`config.mk`:
```
export PLATFORM = sky130hd
export DESIGN_NAME = csr_charge_regs
export DESIGN_NICKNAME = d
export VERILOG_FILES = /design/src/core/csr_precharge_clamp.v /design/src/core/csr_charge_regs.v
export VERILOG_INCLUDE_DIRS = /design/src /design/src/core
export SDC_FILE = /design/constraint.sdc
export NUM_CORES = 1
export LEC_CHECK = 0
export BUFFER_PORTS_ARGS = -buffer_cell sky130_fd_sc_hd__buf_2
export CAP_MARGIN = 20
export CORE_MARGIN = 8
export CORE_UTILIZATION = 45
export DETAILED_ROUTE_END_ITERATION = 10
export PLACE_DENSITY = 0.84
export SLEW_MARGIN = 15
export SYNTH_ARGS = -nofsm -noshare
export SYNTH_HDL_FRONTEND = slang
export SYNTH_SLANG_ARGS = --single-unit
```
`constraint.sdc`:
```
create_clock -name i_ref_clk -period 3.2 [get_ports i_ref_clk]
set_input_delay 0.16 -clock i_ref_clk [delete_from_list [all_inputs] [get_ports i_ref_clk]]
set_output_delay 0.16 -clock i_ref_clk [all_outputs]
set_load 0.01 [all_outputs]
```
`src/core/csr_defs.vh`:
```
`ifndef CSR_DEFS_VH
`define CSR_DEFS_VH

// command codes of the word registers
`define CSR_CMD_CURRENT      8'h14
`define CSR_CMD_VOLTAGE      8'h15
`define CSR_CMD_STATUS       8'h20

// charge current setpoint layout (64 mA per lsb at bit 6)
`define CSR_CUR_KEEP_MASK    16'h1fc0
`define CSR_CUR_BAD_MASK     16'he000
`define CSR_CUR_RESET        16'h0000

// charge voltage setpoint layout (8 mV per lsb at bit 3)
`define CSR_VOLT_KEEP_MASK   16'h7ff8
`define CSR_VOLT_BAD_MASK    16'h8000
`define CSR_VOLT_MIN_MV      16'h0400
`define CSR_VOLT_MAX_MV      16'h4b00
`define CSR_VOLT_1CELL_MV    16'h1068
`define CSR_VOLT_2CELL_MV    16'h20d0
`define CSR_VOLT_3CELL_MV    16'h3138
`define CSR_VOLT_4CELL_MV    16'h41a0

// status word
`define CSR_STAT_RESET       16'h0000
`define CSR_STAT_RW_MASK     16'h0018
`define CSR_STAT_SYSOV_BIT   4
`define CSR_STAT_SYSUV_BIT   3

// pre-charge clamps
`define CSR_PRECHG_CLAMP_MA  16'h0180
`define CSR_LINFAST_CLAMP_MA 16'h07d0
`define CSR_1CELL_PRECHG_MV  16'h0bb8
`define CSR_1CELL_LINEAR_MV  16'h0e10

`endif

```
`src/core/csr_precharge_clamp.v`:
```
`timescale 1ns/1ps
`include "csr_defs.vh"

module csr_precharge_clamp (
  // clock and reset
  input  wire        i_ref_clk,
  input  wire        i_rst,
  // setpoint and pack state
  input  wire [15:0] i_current_set_ma,
  input  wire        i_single_cell,
  input  wire        i_linear_precharge_enable,
  input  wire [15:0] i_vbat_mv,
  input  wire [15:0] i_vsys_min_mv,
  // regulation targets
  output reg  [15:0] o_current_target_ma,
  output reg         o_precharge_active,
  output reg         o_battery_switch_linear,
  output reg         o_sys_at_min
);

  reg        precharge;
  reg        linear;
  reg [15:0] target;

  always @* begin
    precharge = 1'b0;
    linear    = 1'b0;
    target    = i_current_set_ma;
    if (i_single_cell) begin
      precharge = (i_vbat_mv < `CSR_1CELL_PRECHG_MV); // RULE4
      linear    = i_linear_precharge_enable && (i_vbat_mv < `CSR_1CELL_LINEAR_MV); // RULE5
    end else begin
      precharge = (i_vbat_mv < i_vsys_min_mv);
      linear    = i_linear_precharge_enable && precharge;
    end
    if (i_linear_precharge_enable) begin
      if (precharge && target > `CSR_PRECHG_CLAMP_MA) begin
        target = `CSR_PRECHG_CLAMP_MA; // RULE3 RULE4
      end else if (i_single_cell && linear && !precharge && target > `CSR_LINFAST_CLAMP_MA) begin
        target = `CSR_LINFAST_CLAMP_MA; // RULE5
      end
    end
  end

  always @(posedge i_ref_clk) begin
    if (i_rst) begin
      o_current_target_ma     <= 16'h0000;
      o_precharge_active      <= 1'b0;
      o_battery_switch_linear <= 1'b0;
      o_sys_at_min            <= 1'b0;
    end else begin
      o_current_target_ma     <= target;
      o_precharge_active      <= precharge;
      o_battery_switch_linear <= linear;
      o_sys_at_min            <= precharge && !i_single_cell && i_linear_precharge_enable; // RULE3
    end
  end

endmodule

```
`src/core/csr_charge_regs.v`:
```
// Behaviour
// RULE1: current setpoint bit 7 adds 128 mA when set.
// RULE2: bit 6 adds 64 mA; bits 5..0 ignored and read zero.
// RULE3: multi-cell pre-charge holds system at minimum and clamps current to 384 mA; code does both only with i_linear_precharge_enable set.
// RULE4: single cell pre-charges below 3 V with current clamped to 384 mA; code clamps only with i_linear_precharge_enable set.
// RULE5: single cell stays linear below 3.6 V; fast current clamped to 2 A; code does both only with i_linear_precharge_enable set.
// RULE6: voltage setpoint accepted from 1.024 V to 19.200 V in 8 mV steps.
// RULE7: voltage writes outside that range are discarded.
// RULE8: reset loads voltage default from cell count: 4.2/8.4/12.6/16.8 V.
// RULE9: with input power good, a current write starts charge at current voltage.
// RULE10: host writes voltage before current when cells differ from 4.2 V.
// RULE11: writing zero voltage keeps voltage and clears current, stopping charge.
// RULE12: voltage bits 14..3 weigh 16384 mV down to 8 mV; bits 2..0 ignored.
// RULE13: voltage write with bit 15 set is invalid.
// RULE14: status high byte reports eight read-only conditions, reset 0000h.
// RULE15: status low byte reports faults; bits 4 and 3 writable.
// RULE16: current bits 12..8 weigh 4096..256 mA; bits 15..13 set is invalid.
// RULE17: current clears on removal, register reset, zero voltage, watchdog expiry.
// RULE18: an invalid write leaves the whole register unchanged.
`timescale 1ns/1ps
`include "csr_defs.vh"

module csr_charge_regs (
  // clock and reset
  input  wire        i_ref_clk,
  input  wire        i_rst,
  // host word access (decoded word transactions)
  input  wire        i_wr_stb,
  input  wire        i_rd_stb,
  input  wire [7:0]  i_cmd,
  input  wire [15:0] i_wdata,
  output reg  [15:0] o_rdata,
  output reg         o_rd_valid,
  // pack and input pins
  input  wire [1:0]  i_cell_count_presence_pin,
  input  wire        i_battery_present,
  input  wire        i_input_power_good,
  input  wire        i_register_reset,
  input  wire        i_watchdog_expired,
  input  wire        i_linear_precharge_enable,
  input  wire [15:0] i_vbat_mv,
  input  wire [15:0] i_vsys_min_mv,
  // status conditions
  input  wire        i_input_present_flag,
  input  wire        i_current_optimizer_complete,
  input  wire        i_peak_assist_active,
  input  wire        i_input_voltage_regulating,
  input  wire        i_input_current_regulating,
  input  wire        i_fast_charge_active,
  input  wire        i_reverse_output_active,
  input  wire        i_input_overvoltage_fault,
  input  wire        i_battery_overcurrent_fault,
  input  wire        i_input_overcurrent_fault,
  input  wire        i_system_overvoltage_fault,
  input  wire        i_system_undervoltage_fault,
  input  wire        i_converter_off_fault,
  input  wire        i_reverse_output_overvoltage_fault,
  input  wire        i_reverse_output_undervoltage_fault,
  // setpoints and regulation targets
  output reg  [15:0] o_charge_current_ma,
  output reg  [15:0] o_charge_voltage_mv,
  output reg         o_charge_enable,
  output wire [15:0] o_current_target_ma,
  output wire        o_precharge_active,
  output wire        o_battery_switch_linear,
  output wire        o_sys_at_min
);

  reg  [15:0] status_q;
  reg  [15:0] status_d;
  reg  [15:0] cur_d;
  reg  [15:0] volt_d;
  reg  [15:0] rdata_d;
  wire [15:0] volt_masked;
  wire        wr_cur;
  wire        wr_volt;
  wire        wr_stat;
  wire        cur_bad;
  wire        volt_bad;
  wire        volt_zero;
  wire        volt_in_range;
  wire        cur_clear_evt;
  wire        single_cell;

  // default charge voltage for the strapped cell count
  function [15:0] csr_cell_default;
    input [1:0] cells;
    begin
      case (cells)
        2'h0:    csr_cell_default = `CSR_VOLT_1CELL_MV;
        2'h1:    csr_cell_default = `CSR_VOLT_2CELL_MV;
        2'h2:    csr_cell_default = `CSR_VOLT_3CELL_MV;
        2'h3:    csr_cell_default = `CSR_VOLT_4CELL_MV;
        default: csr_cell_default = `CSR_VOLT_1CELL_MV;
      endcase
    end
  endfunction

  // one word access aimed at one command code
  function csr_cmd_hit;
    input       stb;
    input [7:0] cmd;
    input [7:0] code;
    begin
      csr_cmd_hit = stb && (cmd == code);
    end
  endfunction

  assign wr_cur        = csr_cmd_hit(i_wr_stb, i_cmd, `CSR_CMD_CURRENT);
  assign wr_volt       = csr_cmd_hit(i_wr_stb, i_cmd, `CSR_CMD_VOLTAGE);
  assign wr_stat       = csr_cmd_hit(i_wr_stb, i_cmd, `CSR_CMD_STATUS);
  assign cur_bad       = |(i_wdata & `CSR_CUR_BAD_MASK); // RULE16
  assign volt_bad      = |(i_wdata & `CSR_VOLT_BAD_MASK); // RULE13
  assign volt_masked   = i_wdata & `CSR_VOLT_KEEP_MASK; // RULE12
  assign volt_zero     = (volt_masked == 16'h0000);
  assign volt_in_range = (volt_masked >= `CSR_VOLT_MIN_MV) && (volt_masked <= `CSR_VOLT_MAX_MV); // RULE6
  assign single_cell   = (i_cell_count_presence_pin == 2'h0);

  // hardware reasons to drop the current setpoint; converter faults are not among them
  assign cur_clear_evt = !i_battery_present || !i_input_present_flag ||
                         i_register_reset || i_watchdog_expired; // RULE17

  always @* begin
    cur_d  = o_charge_current_ma;
    volt_d = o_charge_voltage_mv;
    if (wr_cur && !cur_bad) begin
      cur_d = i_wdata & `CSR_CUR_KEEP_MASK; // RULE1 RULE2 RULE16 RULE18
    end
    if (wr_volt && !volt_bad) begin // RULE18
      if (volt_zero) begin
        cur_d = `CSR_CUR_RESET; // RULE11
      end else if (volt_in_range) begin
        volt_d = volt_masked; // RULE6 RULE12
      end else begin
        // out-of-range voltage keeps the stored setpoint
        volt_d = o_charge_voltage_mv; // RULE7
      end
    end
    if (i_register_reset) begin
      volt_d = csr_cell_default(i_cell_count_presence_pin);
    end
    if (cur_clear_evt) begin
      cur_d = `CSR_CUR_RESET; // RULE17
    end
  end

  always @* begin
    status_d[15] = i_input_present_flag; // RULE14
    status_d[14] = i_current_optimizer_complete;
    status_d[13] = i_peak_assist_active;
    status_d[12] = i_input_voltage_regulating;
    status_d[11] = i_input_current_regulating;
    status_d[10] = i_fast_charge_active;
    status_d[9]  = o_precharge_active;
    status_d[8]  = i_reverse_output_active;
    status_d[7]  = i_input_overvoltage_fault; // RULE15
    status_d[6]  = i_battery_overcurrent_fault;
    status_d[5]  = i_input_overcurrent_fault;
    status_d[2]  = i_converter_off_fault;
    status_d[1]  = i_reverse_output_overvoltage_fault;
    status_d[0]  = i_reverse_output_undervoltage_fault;
    // host-writable fault bits latch; a new fault wins over a host write
    status_d[`CSR_STAT_SYSOV_BIT] = status_q[`CSR_STAT_SYSOV_BIT];
    status_d[`CSR_STAT_SYSUV_BIT] = status_q[`CSR_STAT_SYSUV_BIT];
    if (wr_stat) begin
      status_d[`CSR_STAT_SYSOV_BIT] = i_wdata[`CSR_STAT_SYSOV_BIT]; // RULE15
      status_d[`CSR_STAT_SYSUV_BIT] = i_wdata[`CSR_STAT_SYSUV_BIT];
    end
    if (i_system_overvoltage_fault) begin
      status_d[`CSR_STAT_SYSOV_BIT] = 1'b1;
    end
    if (i_system_undervoltage_fault) begin
      status_d[`CSR_STAT_SYSUV_BIT] = 1'b1;
    end
  end

  // unmapped commands read as zero
  always @* begin
    case (i_cmd)
      `CSR_CMD_CURRENT: rdata_d = o_charge_current_ma;
      `CSR_CMD_VOLTAGE: rdata_d = o_charge_voltage_mv;
      `CSR_CMD_STATUS:  rdata_d = status_q;
      default:          rdata_d = 16'h0000;
    endcase
  end

  always @(posedge i_ref_clk) begin
    if (i_rst) begin
      o_charge_current_ma <= `CSR_CUR_RESET;
      o_charge_voltage_mv <= csr_cell_default(i_cell_count_presence_pin); // RULE8
      status_q            <= `CSR_STAT_RESET; // RULE14
      o_charge_enable     <= 1'b0;
      o_rdata             <= 16'h0000;
      o_rd_valid          <= 1'b0;
    end else begin
      o_charge_current_ma <= cur_d;
      o_charge_voltage_mv <= volt_d;
      status_q            <= status_d;
      // charging runs once input power is good and a nonzero current is held
      o_charge_enable     <= i_input_power_good && (cur_d != 16'h0000); // RULE9
      o_rd_valid          <= i_rd_stb;
      if (i_rd_stb) begin
        o_rdata <= rdata_d;
      end
    end
  end

  csr_precharge_clamp u_clamp (
    .i_ref_clk                 (i_ref_clk),
    .i_rst                     (i_rst),
    .i_current_set_ma          (o_charge_current_ma),
    .i_single_cell             (single_cell),
    .i_linear_precharge_enable (i_linear_precharge_enable),
    .i_vbat_mv                 (i_vbat_mv),
    .i_vsys_min_mv             (i_vsys_min_mv),
    .o_current_target_ma       (o_current_target_ma),
    .o_precharge_active        (o_precharge_active),
    .o_battery_switch_linear   (o_battery_switch_linear),
    .o_sys_at_min              (o_sys_at_min)
  );

endmodule

```
# Yosys cells after proc, flatten, opt, wreduce, memory -nomap -nowiden
# Cells that the tools add are included.
dict set report totals {
  out_inout_bits 69
  register_bits 85
}
dict set report classes {
  n_lt_le_gt_ge 7
  n_reduce_logical 33
  eq_ne 7
  muxes 19
}
# cell n
set op_table {}
lappend op_table {{16-bit two-way mux} 12}
lappend op_table {{16-bit one-hot mux with 4 select lines} 1}
lappend op_table {{16-bit one-hot mux with 3 select lines} 1}
lappend op_table {{16-bit by 12-bit less-than comparator with 1-bit output (second input constant)} 2}
lappend op_table {{8-bit by 5-bit equality test with 1-bit output (second input constant)} 2}
lappend op_table {{16-bit by 11-bit greater-than comparator with 1-bit output (second input constant)} 1}
lappend op_table {{16-bit by 9-bit greater-than comparator with 1-bit output (second input constant)} 1}
lappend op_table {{16-bit logical NOT} 1}
lappend op_table {{16-bit less-than comparator} 1}
lappend op_table {{16-bit nonzero test} 1}
lappend op_table {{15-bit by 11-bit greater-or-equal comparator with 1-bit output (second input constant)} 1}
lappend op_table {{15-bit less-or-equal comparator (second input constant)} 1}
lappend op_table {{1-bit logical AND} 15}
lappend op_table {{8-bit by 6-bit equality test with 1-bit output (second input constant)} 1}
lappend op_table {{1-bit logical NOT} 6}
lappend op_table {{3-bit nonzero test} 2}
lappend op_table {{2-bit equality test (second input constant)} 2}
lappend op_table {{1-bit two-way mux} 4}
lappend op_table {{2-bit nonzero test} 2}
lappend op_table {{1-bit logical OR} 3}
lappend op_table {{3-bit inequality test (second input constant)} 1}
lappend op_table {{3-bit AND reduction} 1}
lappend op_table {{3-bit OR reduction} 1}
lappend op_table {{2-bit by 1-bit equality test with 1-bit output (second input constant)} 1}
lappend op_table {{other kinds (2)} 2}

# Longest topological paths before layout
dict set report depth {
  word_depth 9
  mapped_depth 8
  ltp_nobuf 7
}

# Modules after synthesis
# Synthesis repeated with hierarchy kept, for this count alone.
dict set report unflattened {
  hier_cells 413
  hier_area_um2 3956.3
}
# mod cells_each area_per_inst_um2 seq_area_each_um2 instances
set modules_own_cells {}
lappend modules_own_cells {csr_charge_regs 274 2730.1 1361.3 1}
lappend modules_own_cells {csr_precharge_clamp 139 1226.2 380.4 1}

# Worst setup path after synthesis
# No wires, ideal clock.
dict set report synth_path {
  path_kind {input port to flip-flop}
  start {in i_cmd[1]}
  end {reg o_charge_voltage_mv[10], enable pin}
  n_path_buf 1
  t_required_ps 2802
  path_stages 5
  setup_slack_ps 678
  arrival_time_ps 2124
  cell_sequence {nor4_1 -> nor3b_2 -> clkbuf_1 -> nand3_1 -> o21ai_0}
}
dict set report synth_via {
  elab_chain_len 5
}
# item line_no
set synth_lines {}
lappend synth_lines {{start: declaration} csr_charge_regs.v:30} ;# input wire [7:0] i_cmd,
lappend synth_lines {{8-bit by 5-bit equality test with 1-bit output} csr_charge_regs.v:105} ;# csr_cmd_hit = stb && (cmd == code);
lappend synth_lines {{1-bit logical AND} csr_charge_regs.v:105}
lappend synth_lines {{1-bit logical AND} csr_charge_regs.v:129} ;# if (wr_volt && !volt_bad) begin
lappend synth_lines {{3-bit nonzero test (no source line)} n/a}
lappend synth_lines {{3-bit AND reduction (no source line)} n/a}
lappend synth_lines {{end signal: assignment} csr_charge_regs.v:190} ;# o_charge_voltage_mv <= csr_cell_default(i_cell_count_presence_pin);
lappend synth_lines {{end signal: assignment} csr_charge_regs.v:197} ;# o_charge_voltage_mv <= volt_d;
lappend synth_lines {{end: declaration} csr_charge_regs.v:61} ;# output reg [15:0] o_charge_voltage_mv,
# No other way between the ends.
# A chain may end at the register's enable or synchronous reset.

# Worst setup path after layout
dict set report layout_path {
  start {in i_cmd[1]}
  end {reg o_charge_current_ma[7]}
}
dict set report layout_via {
  elab_chain_len 7
  word_cells_on_any_way 10
  cone_classes {2 x eq/ne; 4 x mux; 4 x reduce/logical}
}
# item line_no
set layout_lines {}
lappend layout_lines {{8-bit by 5-bit equality test with 1-bit output} csr_charge_regs.v:105}
lappend layout_lines {{1-bit logical AND} csr_charge_regs.v:105}
lappend layout_lines {{1-bit logical AND} csr_charge_regs.v:126} ;# if (wr_cur && !cur_bad) begin
lappend layout_lines {{16-bit two-way mux} csr_charge_regs.v:126}
lappend layout_lines {{16-bit two-way mux} csr_charge_regs.v:130} ;# if (volt_zero) begin
lappend layout_lines {{16-bit two-way mux *} csr_charge_regs.v:129}
lappend layout_lines {{16-bit two-way mux *} csr_charge_regs.v:142} ;# if (cur_clear_evt) begin
lappend layout_lines {{end signal: assignment} csr_charge_regs.v:189} ;# o_charge_current_ma <= `CSR_CUR_RESET;
lappend layout_lines {{end signal: assignment} csr_charge_regs.v:196} ;# o_charge_current_ma <= cur_d;
lappend layout_lines {{end: declaration} csr_charge_regs.v:60} ;# output reg [15:0] o_charge_current_ma,
# Every way passes the cells marked *; elsewhere a longest branch is shown, timed or not.

==> metrics <==
vias in the first global route=3463; Sink Count=81; gr usage total=18.94%; HPWL after DPL=9015 microns; cell count after synthesis=403; Fill cells=735; Starting Density=46.35%; GP Congestion=0.8772; area grow syn2layout=25.89%; worst-margin pin slew=0.6955 ns; Antenna Violating Nets Remaining=0; CP required=3.41 ns; sequential-to-total area share from yosys stat=45.73%; Reg area=1742 sq um; Critical Path AT=2.21 ns; I/O pins=151; hold wc startpoint=i_battery_overcurrent_fault; Iter 0 DRT Violations=244; RSZ-0062 raised after global routing=no; Max-cap violations=0; die area=11660 sq um; TritonRoute pass-1 iters=4; mean area per synthesized cell=9.451 sq um; Hold Crit Class=in -> reg; flop2flop setup slack=1.23 ns; Startpoint Class=input pin; R2R Path End=u_clamp.o_current_target_ma[0]; Final Util=58.35%; Die X=108 microns; Post-CTS Repair Setup Buffers=0; Post-synth EDFFs=12; Worst Skew=0.008302 ns; H-tree levels=3; Cell variety after synth=51; Leakage=2.150 nW; peak supply drop=173.3 uV; worst r2r src=o_charge_current_ma[1]; share of cells above drive strength 1=32.97%; hold path cells=2; status=completed; Crit. End Element=register; fin crit period=1.998 ns; DR DRC count=0; area of the multi-input gates=1815 sq um; CTS tree=done; critical path class=in -> reg; largest net degree at the start of global routing=54; Worst Reg-to-Reg Cells=5; Worst Hold End=status_q[6]; Core Region=8217 sq um; most frequent cells in the layout=143 x buf_2, 69 x dfxtp_1, 36 x nor2_1; CTS clk-pin slew, worst paths=0.08 ns; final worst-path cycle share=62.44%; global-route wire length before repair=17320 microns; most common cell after layout, fill and taps aside=buf_2; Worst-Skew Late Latency=0.35 ns; Hold Vio Cnt, Final=0; ys flop type=dfxtp_1; Async SR Flop Fraction=0%; I/O Buffers=143; CP Max Fanout=11; Cell Pwr Density=439.0 nW/um^2; Final setup viols=0; std cell rows=33; GR Overflow Total=0; final WL=11230 microns; Root Driver=clkbuf_8; Clock Tree Buf Depth=2; max-slew violation count=0; routed vias/inst=5.319; vias after detailed routing=3468; Slew headroom=53.63%; nets=643; fmax=500.5 MHz; Num CTS Buffers=9; initial antenna violation count=1; routed length per instance=17.22 microns; Total Neg Setup Slack=0 ns; synthesized cell area=3809 sq um; register bit count reported by yosys=81; Die H=108 microns; Syn. warnings=0
metrics by stage:
stage | area [sq um] | instances | hold slack [ns] | power (W) | worst slack, ns
2_1_floorplan | 3820 | 406 | 0.2882 | 0.001263 | 0.6783
3_3_place_gp | 4581 | 634 | 0.3730 | 0.001373 | 0.9667
3_5_place_dp | 4581 | 634 | 0.3717 | 0.001386 | 0.8171
4_1_cts | 4792 | 651 | 0.0005628 | 0.002111 | 1.187
5_1_grt | 4792 | 651 | 0.007468 | 0.002193 | 1.010
6_report | 4795 | 652 | 0.01293 | 0.002105 | 1.202
sequential cells by signal (all words and copies together) (netlist names):
register and flops:
o_rdata 16, o_charge_current_ma 16, status_q 16, u_clamp.o_current_target_ma 16, o_charge_voltage_mv 12, u_clamp.o_sys_at_min 1
o_charge_enable 1, u_clamp.o_precharge_active 1, u_clamp.o_battery_switch_linear 1, o_rd_valid 1
how the worst max path moves through the flow:
stage | from | end | slack (ns) | depth (start not counted)
6_report | i_cmd[1] | o_charge_current_ma[7] | 1.20 | 7
5_1_grt | i_cmd[1] | o_charge_current_ma[7] | 1.01 | 7
4_1_cts | i_cmd[1] | o_charge_current_ma[7] | 1.19 | 7
3_5_place_dp | i_cmd[1] | o_charge_current_ma[7] | 0.82 | 7
3_3_place_gp | i_vbat_mv[15] | u_clamp.o_current_target_ma[0] | 0.97 | 7
2_1_floorplan | i_cmd[1] | o_charge_voltage_mv[10] | 0.68 | 5
critical path, cell delays in order:
cell,delay [ns]
buf_2,0.10
nor4_1,0.40
nor4b_4,0.47
and4b_1,0.52
buf_4,0.27
mux2i_1,0.22
nor2_1,0.07
cells in the mapped netlist, types with 11 or more instances:
master / count / area (sq um)
a211oi_1: 18 / 135.1
a21oi_1: 11 / 55.05
a22oi_1: 16 / 120.1
clkbuf_1: 15 / 56.30
dfxtp_1: 69 / 1381
edfxtp_1: 12 / 360.4
ha_1: 20 / 250.2
inv_1: 35 / 131.4
nand2_1: 29 / 108.9
nor2_1: 36 / 135.1
nor2b_1: 16 / 100.1
nor3_1: 15 / 75.07
o21ai_0: 17 / 85.08
where the power goes:
group / switching (W) / leakage [nW] / internal, W
Clock: 0.000368 / 0.101 / 0.000372
Sequential: 0.0000197 / 0.689 / 0.00108
Combinational: 0.000153 / 1.36 / 0.000115
logic make-up (layout without fill, tap and decap cells):
| logic type | count (synthesis) | after routing | synth area share, % |
|---|---|---|---|
| fa+ha+maj | 20 | 20 | 6.570 |
| buf+inv | 61 | 201 | 6.899 |
| simple gates | 132 | 132 | 18.27 |
| flops | 81 | 81 | 45.73 |
| compound gates | 96 | 96 | 19.19 |
| other cells | 1 | 5 | 0.09846 |
| mux | 12 | 12 | 3.252 |
metal layers:
layer | global-route usage [%] | vias up | part of all wire [%]
met2 | 30.69 | 138 | 48
li1 | - | 1714 | -
met1 | 22.60 | 1599 | 40
met4 | 8.226 | 0 | 2.1
met5 | 0 | - | 0
met3 | 5.949 | 17 | 9.7
area by class of cell:
type / instances / area share [%]
Clock buffer: 13 / 3.758
Sequential cell: 81 / 36.33
Clock inverter: 3 / 0.4436
Multi-Input combinational cell: 264 / 37.87
Inverter: 35 / 2.740
Antenna cell: 1 / 0.05219
Timing Repair Buffer: 150 / 16.08
Tap cell: 105 / 2.740
what timing repair did:
action | 4_1_cts | 5_1_grt
gates resized for setup | 0 | 0
hold buffers | 1 | 0
hold endpoints to repair | 1 | 0
No activity file was read; power rests on OpenSTA's default activity.
